--- src/include/sfadm_pkg.sv ---
// Constants and types shared by the flow acknowledge and delete framer.
// Assumes one MAC clock; all message fields arrive already parsed.
package sfadm_pkg;
	localparam int TID_W  = 16;
	localparam int FLOW_W = 32;
	localparam int CONF_W = 8;
	localparam int KEY_W  = 4;
	localparam int PAR_W  = 8;

	// Confirmation codes; only the success value is fixed by the protocol.
	localparam logic [CONF_W-1:0] CONF_OK        = 8'h00;
	localparam logic [CONF_W-1:0] CONF_REJECT    = 8'h01;
	localparam logic [CONF_W-1:0] CONF_NOT_FOUND = 8'h02;

	localparam logic [TID_W-1:0] TID_RESET = 16'h0001;
	localparam logic [TID_W-1:0] TID_STEP  = 16'h0001;

	typedef enum logic [2:0] {
		MSG_NONE    = 3'h0,
		MSG_SC_RSP  = 3'h1,
		MSG_SC_ACK  = 3'h2,
		MSG_DEL_REQ = 3'h3,
		MSG_DEL_RSP = 3'h4
	} sfadm_msg_t;

	// Beat kinds double as transmit states, Gray coded along the path.
	typedef enum logic [2:0] {
		BEAT_IDLE = 3'h0,
		BEAT_HDR  = 3'h1,
		BEAT_ERR  = 3'h3,
		BEAT_FUP  = 3'h2,
		BEAT_FDN  = 3'h6,
		BEAT_KEY  = 3'h7,
		BEAT_MAC  = 3'h5
	} sfadm_beat_t;
endpackage

--- src/core/sfadm_framer.sv ---
// Builds acknowledge, delete request and delete response messages.
// Assumes parsed receive fields, a flow table lookup and a digest
// engine, all on the same clock as this block.
`timescale 1ns/1ps
`default_nettype none
module sfadm_framer (
	input  wire logic                        clk,
	input  wire logic                        nrst,
	input  wire logic                        ce,
	input  wire logic                        priv_en,
	input  wire logic [sfadm_pkg::KEY_W-1:0] key_seq,
	input  wire logic [sfadm_pkg::FLOW_W-1:0] hmac_digest,
	input  wire logic                        sc_req_sent,
	input  wire logic [sfadm_pkg::TID_W-1:0] sc_req_tid,
	input  wire logic                        rx_valid,
	output logic                             rx_ready,
	input  wire sfadm_pkg::sfadm_msg_t       rx_type,
	input  wire logic [sfadm_pkg::TID_W-1:0] rx_tid,
	input  wire logic [sfadm_pkg::CONF_W-1:0] rx_conf,
	input  wire logic                        rx_params_ok,
	input  wire logic [sfadm_pkg::FLOW_W-1:0] rx_fail_flow,
	input  wire logic [sfadm_pkg::PAR_W-1:0] rx_fail_param,
	input  wire logic [sfadm_pkg::FLOW_W-1:0] rx_fixed_flow,
	input  wire logic                        rx_up_v,
	input  wire logic [sfadm_pkg::FLOW_W-1:0] rx_up_id,
	input  wire logic                        rx_dn_v,
	input  wire logic [sfadm_pkg::FLOW_W-1:0] rx_dn_id,
	input  wire logic                        rx_flows_found,
	input  wire logic                        cmd_valid,
	output logic                             cmd_ready,
	input  wire logic [sfadm_pkg::FLOW_W-1:0] cmd_fixed_flow,
	input  wire logic                        cmd_up_v,
	input  wire logic [sfadm_pkg::FLOW_W-1:0] cmd_up_id,
	input  wire logic                        cmd_dn_v,
	input  wire logic [sfadm_pkg::FLOW_W-1:0] cmd_dn_id,
	output logic                             tx_valid,
	input  wire logic                        tx_ready,
	output sfadm_pkg::sfadm_msg_t            tx_msg,
	output sfadm_pkg::sfadm_beat_t           tx_kind,
	output logic [sfadm_pkg::TID_W-1:0]      tx_tid,
	output logic [sfadm_pkg::CONF_W-1:0]     tx_conf,
	output logic [sfadm_pkg::FLOW_W-1:0]     tx_data,
	output logic [sfadm_pkg::PAR_W-1:0]      tx_aux,
	output logic                             tx_last,
	output logic                             del_exec,
	output logic                             del_first_v,
	output logic [sfadm_pkg::FLOW_W-1:0]     del_first_id,
	output logic                             del_second_v,
	output logic [sfadm_pkg::FLOW_W-1:0]     del_second_id,
	output logic                             del_done,
	output logic [sfadm_pkg::CONF_W-1:0]     del_done_conf,
	output logic                             rx_discard
);
	import sfadm_pkg::*;

	typedef struct packed {
		sfadm_beat_t        st;
		sfadm_msg_t         msg;
		logic [TID_W-1:0]   tid;
		logic [CONF_W-1:0]  conf;
		logic [FLOW_W-1:0]  fixed;
		logic               err;
		logic [FLOW_W-1:0]  eflow;
		logic [PAR_W-1:0]   eparam;
		logic               up_v;
		logic [FLOW_W-1:0]  up_id;
		logic               dn_v;
		logic [FLOW_W-1:0]  dn_id;
		logic               priv;
		logic [KEY_W-1:0]   key;
		logic [FLOW_W-1:0]  data;
		logic [PAR_W-1:0]   aux;
		logic               last;
		logic               sc_v;
		logic [TID_W-1:0]   sc_tid;
		logic               del_v;
		logic [TID_W-1:0]   del_tid;
		logic [TID_W-1:0]   tid_ctr;
		logic               done;
		logic [CONF_W-1:0]  dconf;
		logic               discard;
		logic               x_v;
		logic               xa_v;
		logic [FLOW_W-1:0]  xa;
		logic               xb_v;
		logic [FLOW_W-1:0]  xb;
	} sfadm_state_t;

	sfadm_state_t s_q;
	sfadm_state_t s_d;
	logic         rx_fire;
	logic         cmd_fire;

	// Ordering puts error set, flows, key sequence, then digest last.
	function automatic sfadm_beat_t next_beat(
		input sfadm_beat_t b,
		input sfadm_state_t m
	);
		sfadm_beat_t r;
		r = BEAT_IDLE;
		if (b == BEAT_KEY)
			r = BEAT_MAC;
		else if (m.priv && b != BEAT_MAC)
			r = BEAT_KEY;
		if (m.dn_v && (b == BEAT_HDR || b == BEAT_ERR ||
		    b == BEAT_FUP))
			r = BEAT_FDN;
		if (m.up_v && (b == BEAT_HDR || b == BEAT_ERR))
			r = BEAT_FUP;
		if (m.err && b == BEAT_HDR)
			r = BEAT_ERR;
		return r;
	endfunction

	// Every attribute after the header is a tagged beat of its own.
	function automatic logic [FLOW_W-1:0] beat_data(
		input sfadm_beat_t b,
		input sfadm_state_t m,
		input logic [FLOW_W-1:0] dig
	);
		logic [FLOW_W-1:0] r;
		r = '0;
		unique case (b)
			BEAT_HDR:  r = m.fixed;
			BEAT_ERR:  r = m.eflow;
			BEAT_FUP:  r = m.up_id;
			BEAT_FDN:  r = m.dn_id;
			BEAT_KEY:  r = {{(FLOW_W-KEY_W){1'b0}}, m.key};
			BEAT_MAC:  r = dig;
			BEAT_IDLE: r = '0;
		endcase
		return r;
	endfunction

	// Clears only the per-message fields, so flow results, the pending
	// delete, the last delete code and the id counter survive a new message.
	function automatic sfadm_state_t fresh(
		input sfadm_state_t m
	);
		sfadm_state_t r;
		r = m;
		r.conf = '0;
		r.fixed = '0;
		r.err = 1'b0;
		r.eflow = '0;
		r.eparam = '0;
		r.up_v = 1'b0;
		r.up_id = '0;
		r.dn_v = 1'b0;
		r.dn_id = '0;
		return r;
	endfunction

	assign rx_ready  = (s_q.st == BEAT_IDLE);
	// Received messages win; a local delete waits for a free framer.
	assign cmd_ready = (s_q.st == BEAT_IDLE) && !rx_valid && !s_q.del_v;
	assign rx_fire   = rx_valid && rx_ready;
	assign cmd_fire  = cmd_valid && cmd_ready;

	always_comb begin
		logic ld;
		logic ok;
		ld = 1'b0;
		ok = 1'b0;
		s_d = s_q;
		s_d.done = 1'b0;
		s_d.discard = 1'b0;
		s_d.x_v = 1'b0;
		if (s_q.st != BEAT_IDLE && tx_ready) begin
			s_d.st = next_beat(s_q.st, s_q);
			ld = 1'b1;
		end
		if (rx_fire) begin
			unique case (rx_type)
				MSG_SC_RSP: begin
					if (s_q.sc_v && rx_tid == s_q.sc_tid) begin
						ok = (rx_conf == CONF_OK) && rx_params_ok;
						s_d = fresh(s_d);
						s_d.sc_v = 1'b0;
						s_d.st = BEAT_HDR;
						s_d.msg = MSG_SC_ACK;
						s_d.tid = s_q.sc_tid;
						if (ok)
							s_d.conf = CONF_OK;
						else if (rx_conf != CONF_OK)
							s_d.conf = rx_conf;
						else
							s_d.conf = CONF_REJECT;
						s_d.err = !ok;
						s_d.eflow = rx_fail_flow;
						s_d.eparam = rx_fail_param;
						ld = 1'b1;
					end else begin
						s_d.discard = 1'b1;
					end
				end
				MSG_DEL_REQ: begin
					s_d = fresh(s_d);
					s_d.st = BEAT_HDR;
					s_d.msg = MSG_DEL_RSP;
					s_d.tid = rx_tid;
					s_d.conf = rx_flows_found ? CONF_OK
						: CONF_NOT_FOUND;
					s_d.x_v = rx_flows_found;
					if (rx_fixed_flow != '0) begin
						s_d.xa_v = 1'b1;
						s_d.xa = rx_fixed_flow;
						s_d.xb_v = 1'b0;
						s_d.xb = '0;
					end else begin
						s_d.xa_v = rx_up_v;
						s_d.xa = rx_up_id;
						s_d.xb_v = rx_dn_v;
						s_d.xb = rx_dn_id;
					end
					ld = 1'b1;
				end
				MSG_DEL_RSP: begin
					if (s_q.del_v && rx_tid == s_q.del_tid) begin
						s_d.del_v = 1'b0;
						s_d.done = 1'b1;
						s_d.dconf = rx_conf;
					end else begin
						s_d.discard = 1'b1;
					end
				end
				default: s_d.discard = 1'b1;
			endcase
		end else if (cmd_fire) begin
			s_d = fresh(s_d);
			s_d.st = BEAT_HDR;
			s_d.msg = MSG_DEL_REQ;
			s_d.tid = s_q.tid_ctr;
			s_d.tid_ctr = s_q.tid_ctr + TID_STEP;
			s_d.del_v = 1'b1;
			s_d.del_tid = s_q.tid_ctr;
			s_d.conf = CONF_OK;
			s_d.fixed = cmd_fixed_flow;
			s_d.up_v = (cmd_fixed_flow == '0) && cmd_up_v;
			s_d.up_id = cmd_up_id;
			s_d.dn_v = (cmd_fixed_flow == '0) && cmd_dn_v;
			s_d.dn_id = cmd_dn_id;
			ld = 1'b1;
		end
		if (rx_fire && rx_type != MSG_DEL_RSP) begin
			s_d.dconf = s_q.dconf;
		end
		if (ld && s_q.st == BEAT_IDLE) begin
			s_d.priv = priv_en;
			s_d.key = key_seq;
		end
		if (ld) begin
			s_d.data = beat_data(s_d.st, s_d, hmac_digest);
			s_d.aux = (s_d.st == BEAT_ERR) ? s_d.eparam : '0;
			s_d.last = (next_beat(s_d.st, s_d) == BEAT_IDLE);
		end
		// A new request id arriving with a match still takes hold.
		if (sc_req_sent) begin
			s_d.sc_v = 1'b1;
			s_d.sc_tid = sc_req_tid;
		end
	end

	always_ff @(posedge clk or negedge nrst) begin
		if (!nrst) begin
			s_q <= '0;
			s_q.tid_ctr <= TID_RESET;
		end else if (ce) begin
			s_q <= s_d;
		end
	end

	assign tx_valid      = (s_q.st != BEAT_IDLE);
	assign tx_msg        = s_q.msg;
	assign tx_kind       = s_q.st;
	assign tx_tid        = s_q.tid;
	assign tx_conf       = s_q.conf;
	assign tx_data       = s_q.data;
	assign tx_aux        = s_q.aux;
	assign tx_last       = s_q.last;
	assign del_exec      = s_q.x_v;
	assign del_first_v   = s_q.xa_v;
	assign del_first_id  = s_q.xa;
	assign del_second_v  = s_q.xb_v;
	assign del_second_id = s_q.xb;
	assign del_done      = s_q.done;
	assign del_done_conf = s_q.dconf;
	assign rx_discard    = s_q.discard;

	property p_ack_reply;
		@(posedge clk) disable iff (!nrst)
		ce && rx_fire && rx_type == MSG_SC_RSP &&
		s_q.sc_v && rx_tid == s_q.sc_tid |=>
		tx_valid && tx_msg == MSG_SC_ACK && tx_kind == BEAT_HDR &&
		tx_tid == $past(rx_tid);
	endproperty
	a_ack_reply: assert property (p_ack_reply)
		else $error("acknowledge not started with request id");

	property p_ack_errset;
		@(posedge clk) disable iff (!nrst)
		tx_valid && tx_msg == MSG_SC_ACK |->
		s_q.err == (tx_conf != CONF_OK);
	endproperty
	a_ack_errset: assert property (p_ack_errset)
		else $error("error set presence disagrees with code");

	property p_mac_last;
		@(posedge clk) disable iff (!nrst)
		tx_valid && tx_kind == BEAT_MAC |-> tx_last;
	endproperty
	a_mac_last: assert property (p_mac_last)
		else $error("digest beat is not the last beat");

	property p_priv_end;
		@(posedge clk) disable iff (!nrst)
		tx_valid && tx_last && s_q.priv |->
		tx_kind == BEAT_MAC;
	endproperty
	a_priv_end: assert property (p_priv_end)
		else $error("private message ends without digest");

	property p_fixed_no_tlv;
		@(posedge clk) disable iff (!nrst)
		tx_valid && tx_msg == MSG_DEL_REQ && s_q.fixed != '0 |->
		tx_kind != BEAT_FUP && tx_kind != BEAT_FDN;
	endproperty
	a_fixed_no_tlv: assert property (p_fixed_no_tlv)
		else $error("flow TLV sent beside fixed flow id");

	property p_drsp_reply;
		@(posedge clk) disable iff (!nrst)
		ce && rx_fire && rx_type == MSG_DEL_REQ |=>
		tx_msg == MSG_DEL_RSP && tx_tid == $past(rx_tid) &&
		(tx_conf == CONF_OK) == $past(rx_flows_found);
	endproperty
	a_drsp_reply: assert property (p_drsp_reply)
		else $error("delete response id or code wrong");

	property p_ignore_tlv;
		@(posedge clk) disable iff (!nrst)
		ce && rx_fire && rx_type == MSG_DEL_REQ &&
		rx_fixed_flow != '0 |=>
		!del_second_v && del_first_id == $past(rx_fixed_flow);
	endproperty
	a_ignore_tlv: assert property (p_ignore_tlv)
		else $error("TLV flow used beside fixed flow id");

	property p_discard;
		@(posedge clk) disable iff (!nrst)
		ce && rx_fire && rx_type == MSG_DEL_RSP &&
		!(s_q.del_v && rx_tid == s_q.del_tid) |=>
		rx_discard && !del_done;
	endproperty
	a_discard: assert property (p_discard)
		else $error("unmatched delete response not dropped");

	property p_unique_tid;
		@(posedge clk) disable iff (!nrst)
		ce && cmd_fire |=> tx_tid == $past(s_q.tid_ctr) &&
		s_q.tid_ctr != tx_tid ##1 tx_tid == $past(tx_tid);
	endproperty
	a_unique_tid: assert property (p_unique_tid)
		else $error("delete request id not fresh");

	c_ack_err: cover property (@(posedge clk) disable iff (!nrst)
		tx_valid && tx_msg == MSG_SC_ACK && tx_kind == BEAT_ERR);
	c_dreq_tlv: cover property (@(posedge clk) disable iff (!nrst)
		tx_valid && tx_msg == MSG_DEL_REQ && tx_kind == BEAT_FDN);
	c_del_done: cover property (@(posedge clk) disable iff (!nrst)
		del_done);
	c_discard: cover property (@(posedge clk) disable iff (!nrst)
		rx_discard);
endmodule
`default_nettype wire

--- config.mk ---
export PLATFORM = sky130hd
export DESIGN_NAME = sfadm_framer
export DESIGN_NICKNAME = d
export VERILOG_FILES = /design/src/include/sfadm_pkg.sv /design/src/core/sfadm_framer.sv
export SDC_FILE = /design/constraint.sdc
export NUM_CORES = 1
export LEC_CHECK = 0
export ABC_AREA = 1
export BUFFER_PORTS_ARGS = -buffer_cell sky130_fd_sc_hd__buf_2
export CAP_MARGIN = 40
export CORE_AREA = 2 2 186 188
export CTS_CLUSTER_DIAMETER = 40
export DETAILED_ROUTE_END_ITERATION = 16
export DIE_AREA = 0 0 188 190
export GPL_TIMING_DRIVEN = 0
export PLACE_DENSITY = 0.83
export SETUP_SLACK_MARGIN = 0.4
export SYNTH_ARGS = -nofsm -noshare
export SYNTH_HDL_FRONTEND = slang
export SYNTH_SLANG_ARGS = --single-unit
--- constraint.sdc ---
create_clock -name clk -period 3.8 [get_ports clk]
set_input_delay 0.57 -clock clk [delete_from_list [all_inputs] [get_ports clk]]
set_output_delay 0.57 -clock clk [all_outputs]
set_load 0.05 [all_outputs]
==> metrics <==
Gate Count Post-Synth=2327; CP Cell Sequence=inv_2, nand2_2, nor2_8, nand4_2, buf_6, inv_1, buf_2, buf_2, nand2_1, nand2_1, nand2_1, nand3_1, o21ai_1, nand2_1; crit path DAT=3.60 ns; Syn Nets=2653; CTS tree=yes; fin. max-slew vios=0; DP HPWL=53.9 mm; Total GRT Usage=0.378; htree depth=2; die area=35700 sq um; Antenna Nets Post-Route=0; NetSw=7.52 mW; fmax=0.323 GHz; most used cell, CP=nand2_1; Reg clk slew, reported paths=0.06 ns; Seq pwr share=0.305; Worst-Margin Slew=approximately 0.77 ns; asr flop ratio synth=1.00; Synth top area share=0.469; main combinational cell family by area after synthesis=simple AND/OR/NAND/NOR gates; P_int=a little under 10 mW; CP bufs+invs=5; pre-CTS WS=approximately 0.53 ns; Logic pwr share=0.428; kind of critical path=flip-flop to flip-flop; Crit Reg-Reg Startpoint=tx_kind[0]; global-route wire length before repair=102 mm; Min-Delay Path Class=primary input to flip-flop; post-CTS setup buffers=0; Simple-Gate Fraction of Synth Area=0.251; DR iter-0 viols=2099; Port Buf Inserts=474; proportion of layout cells with a drive suffix above 1=0.277; Layout area overhead=26.0%; relative slew slack=0.488; Routed Wire Length=69.4 mm; fin crit share=0.815; Max clock buf depth=3; worst setup margin=0.704 ns; core area=33900 sq um; number of vias per cell=5.65; adder-cell share of the synthesized area=0.000687; Initial Util=0.536; post-synth cell types=42; CTS sink cnt=342; leakage power=around 12 nW; # setup viols final=0; Die Wd=approximately 190 um; Setup Total Neg Slack=0 ns; Final Core Density=0.676; switching part of the total=0.433; RSZ-0062 raised after global routing=false; crit path max fanout=10; Min Clock Period, post-route=3.10 ns; Worst path max stage delay=0.46 ns; syn_area_per_cell=a little under 8 sq um; Top delay family on crit path=buffers and inverters; clock network power share=0.267; DRC violations left=0; number of global-route vias before repair=18144; hold worst-path end=del_second_id[30]; number of synthesis warnings=0; Post-synth EDFFs=0; Layout Nets=3181; Max Cap Viol=0; per-cell routed wire length=approximately 21 um; RD Place Congestion=1.01; top cells by area, synth=dfrtp_1 (47%), nand2_1 (14%), buf_4 (6.2%); mapped cell area=18200 sq um; Reg-to-Reg End=tx_data[31]; proportion of synthesized area in mux cells=0.00247; Hold Path Cell Cnt=2; Die Height=190 um; Critical Path RT=4.30 ns; Max VDD drop=583 uV; clock skew=between 0.01 and 0.015 ns; IO Pins=476; largest net degree at the start of global routing=116; power per cell area=756 nW/um^2; Synth Flop Type=dfrtp_1; Detailed Routing Iterations Pass 1=7; status=complete, no violations; critical hold path startpoint=rx_dn_id[30]; initial antenna violation count=13; GRT Residual Overflow=0; worst skew pair latency=about 0.56 ns; placement row count=roughly 70; Worst Reg-to-Reg Cells=14; CP max stage cell=dfrtp_1; r2r setup slk=slightly above 0.7 ns; power consumption=17.3 mW; Seq/Total Area, Yosys=0.470; Post-Synth XOR/XNOR Area=0.0111; Hold Worst Slack=around 0.23 ns; critical path endpoint category=flip-flop; post-synth top area cell=dfrtp_1; post-synthesis compound-gate area fraction=0.136; via count=18981; CTS Buf Count=48; #FFs+latches synth=342; Startpoint Class=flip-flop; Root Buffer=clkbuf_16; Final Hold Fails=0
## cells by family (layout without fill, tap and decap cells)
logic type      Yosys count  after routing
flops                   342            342
buf+inv                 450           1016
other cells               0             11
compound gates          417            417
xor+xnor                 23             23
simple gates           1090           1090
fa+ha+maj                 1              1
mux                       4              4
## worst max path at each step
stage,start,endpoint,slack (ns),depth (start not counted)
finish,tx_kind[0],tx_data[31],0.70,14
global placement,nrst,del_second_id[28],-4.39,1
floorplan,tx_kind[0],cmd_ready,0.99,5
global route,s_q[115],s_q[244],0.62,12
CTS,tx_kind[0],s_q[246],0.79,12
detailed placement,rx_tid[5],s_q[238],0.53,14
## area by class of cell
class                           count  area [sq um]
Timing Repair Buffer              478          2470
Buffer                            288          1730
Fill cell                        2822         11000
Sequential cell                   342          8560
Antenna cell                       11          27.5
Inverter                          162           609
Clock buffer                       64          1350
Tap cell                          455           569
Multi-Input combinational cell   1535          7310
Clock inverter                     24           307
## placed cells by master (no fill, tap or decap), types with 49 or more instances in the layout
master	n
inv_1	148
o22ai_1	78
clkbuf_1	81
buf_2	531
o21ai_0	193
nand4_1	113
clkbuf_16	49
nor2_1	227
dfrtp_1	341
nand2_1	673
buf_4	150
## per-layer routing
| layer | track usage | share of wire |
|---|---|---|
| met5 | 0 | 0.00017 |
| met3 | 0.0767 | 0.096 |
| met2 | 0.612 | 0.47 |
| met4 | 0.225 | 0.060 |
| met1 | 0.472 | 0.38 |
## cell usage after synthesis, types with 3 or more instances
cell type,count
dfrtp_1,341
nor4_1,12
nand4_2,3
a31oi_1,16
a211oi_1,24
buf_4,150
o31ai_1,6
nand3_1,38
inv_2,8
mux2_2,4
o21ai_0,193
xnor2_1,5
nand2_2,5
a22oi_1,16
nor2_2,3
buf_1,5
a22o_1,35
nor2_1,227
o22ai_1,78
xor2_1,18
nor2_4,3
clkbuf_1,73
a21oi_1,26
o21ai_1,19
nand4_1,113
nor3_1,7
inv_1,148
clkinv_1,5
nand2_1,673
buf_2,58
## sequential cells by signal, indices dropped and copies added (netlist names)
register / flops
tx_kind: 3
del_first_id: 32
tx_aux: 8
s_q: 194
tx_conf: 8
rx_discard: 1
tx_tid: 16
del_done: 1
del_exec: 1
tx_last: 1
del_first_v: 1
del_second_id: 32
del_second_v: 1
tx_data: 32
tx_msg: 3
del_done_conf: 8
## power groups by stage
stage | logic, mW | clock network [mW] | registers (mW)
2_1_floorplan | 5.21 | 0 | 5.17
3_3_place_gp | 7.11 | 0 | 5.29
3_5_place_dp | 7.23 | 0 | 5.31
4_1_cts | 7.29 | 4.62 | 5.26
5_1_grt | 7.92 | 4.79 | 5.38
6_report | 7.43 | 4.62 | 5.29
## what timing repair did
| action | CTS | global route |
|---|---|---|
| endpoints found under the hold margin | 63 | 0 |
| hold buffers | 1 | 0 |
| gates resized for setup | 0 | 0 |
## stage by stage
stage,instances,area (sq um)
5_1_grt,3359,22900
2_1_floorplan,2327,18200
6_report,3359,22900
4_1_cts,3348,22900
3_3_place_gp,3256,21200
3_5_place_dp,3259,21200
(Power assumes the default switching activity.)
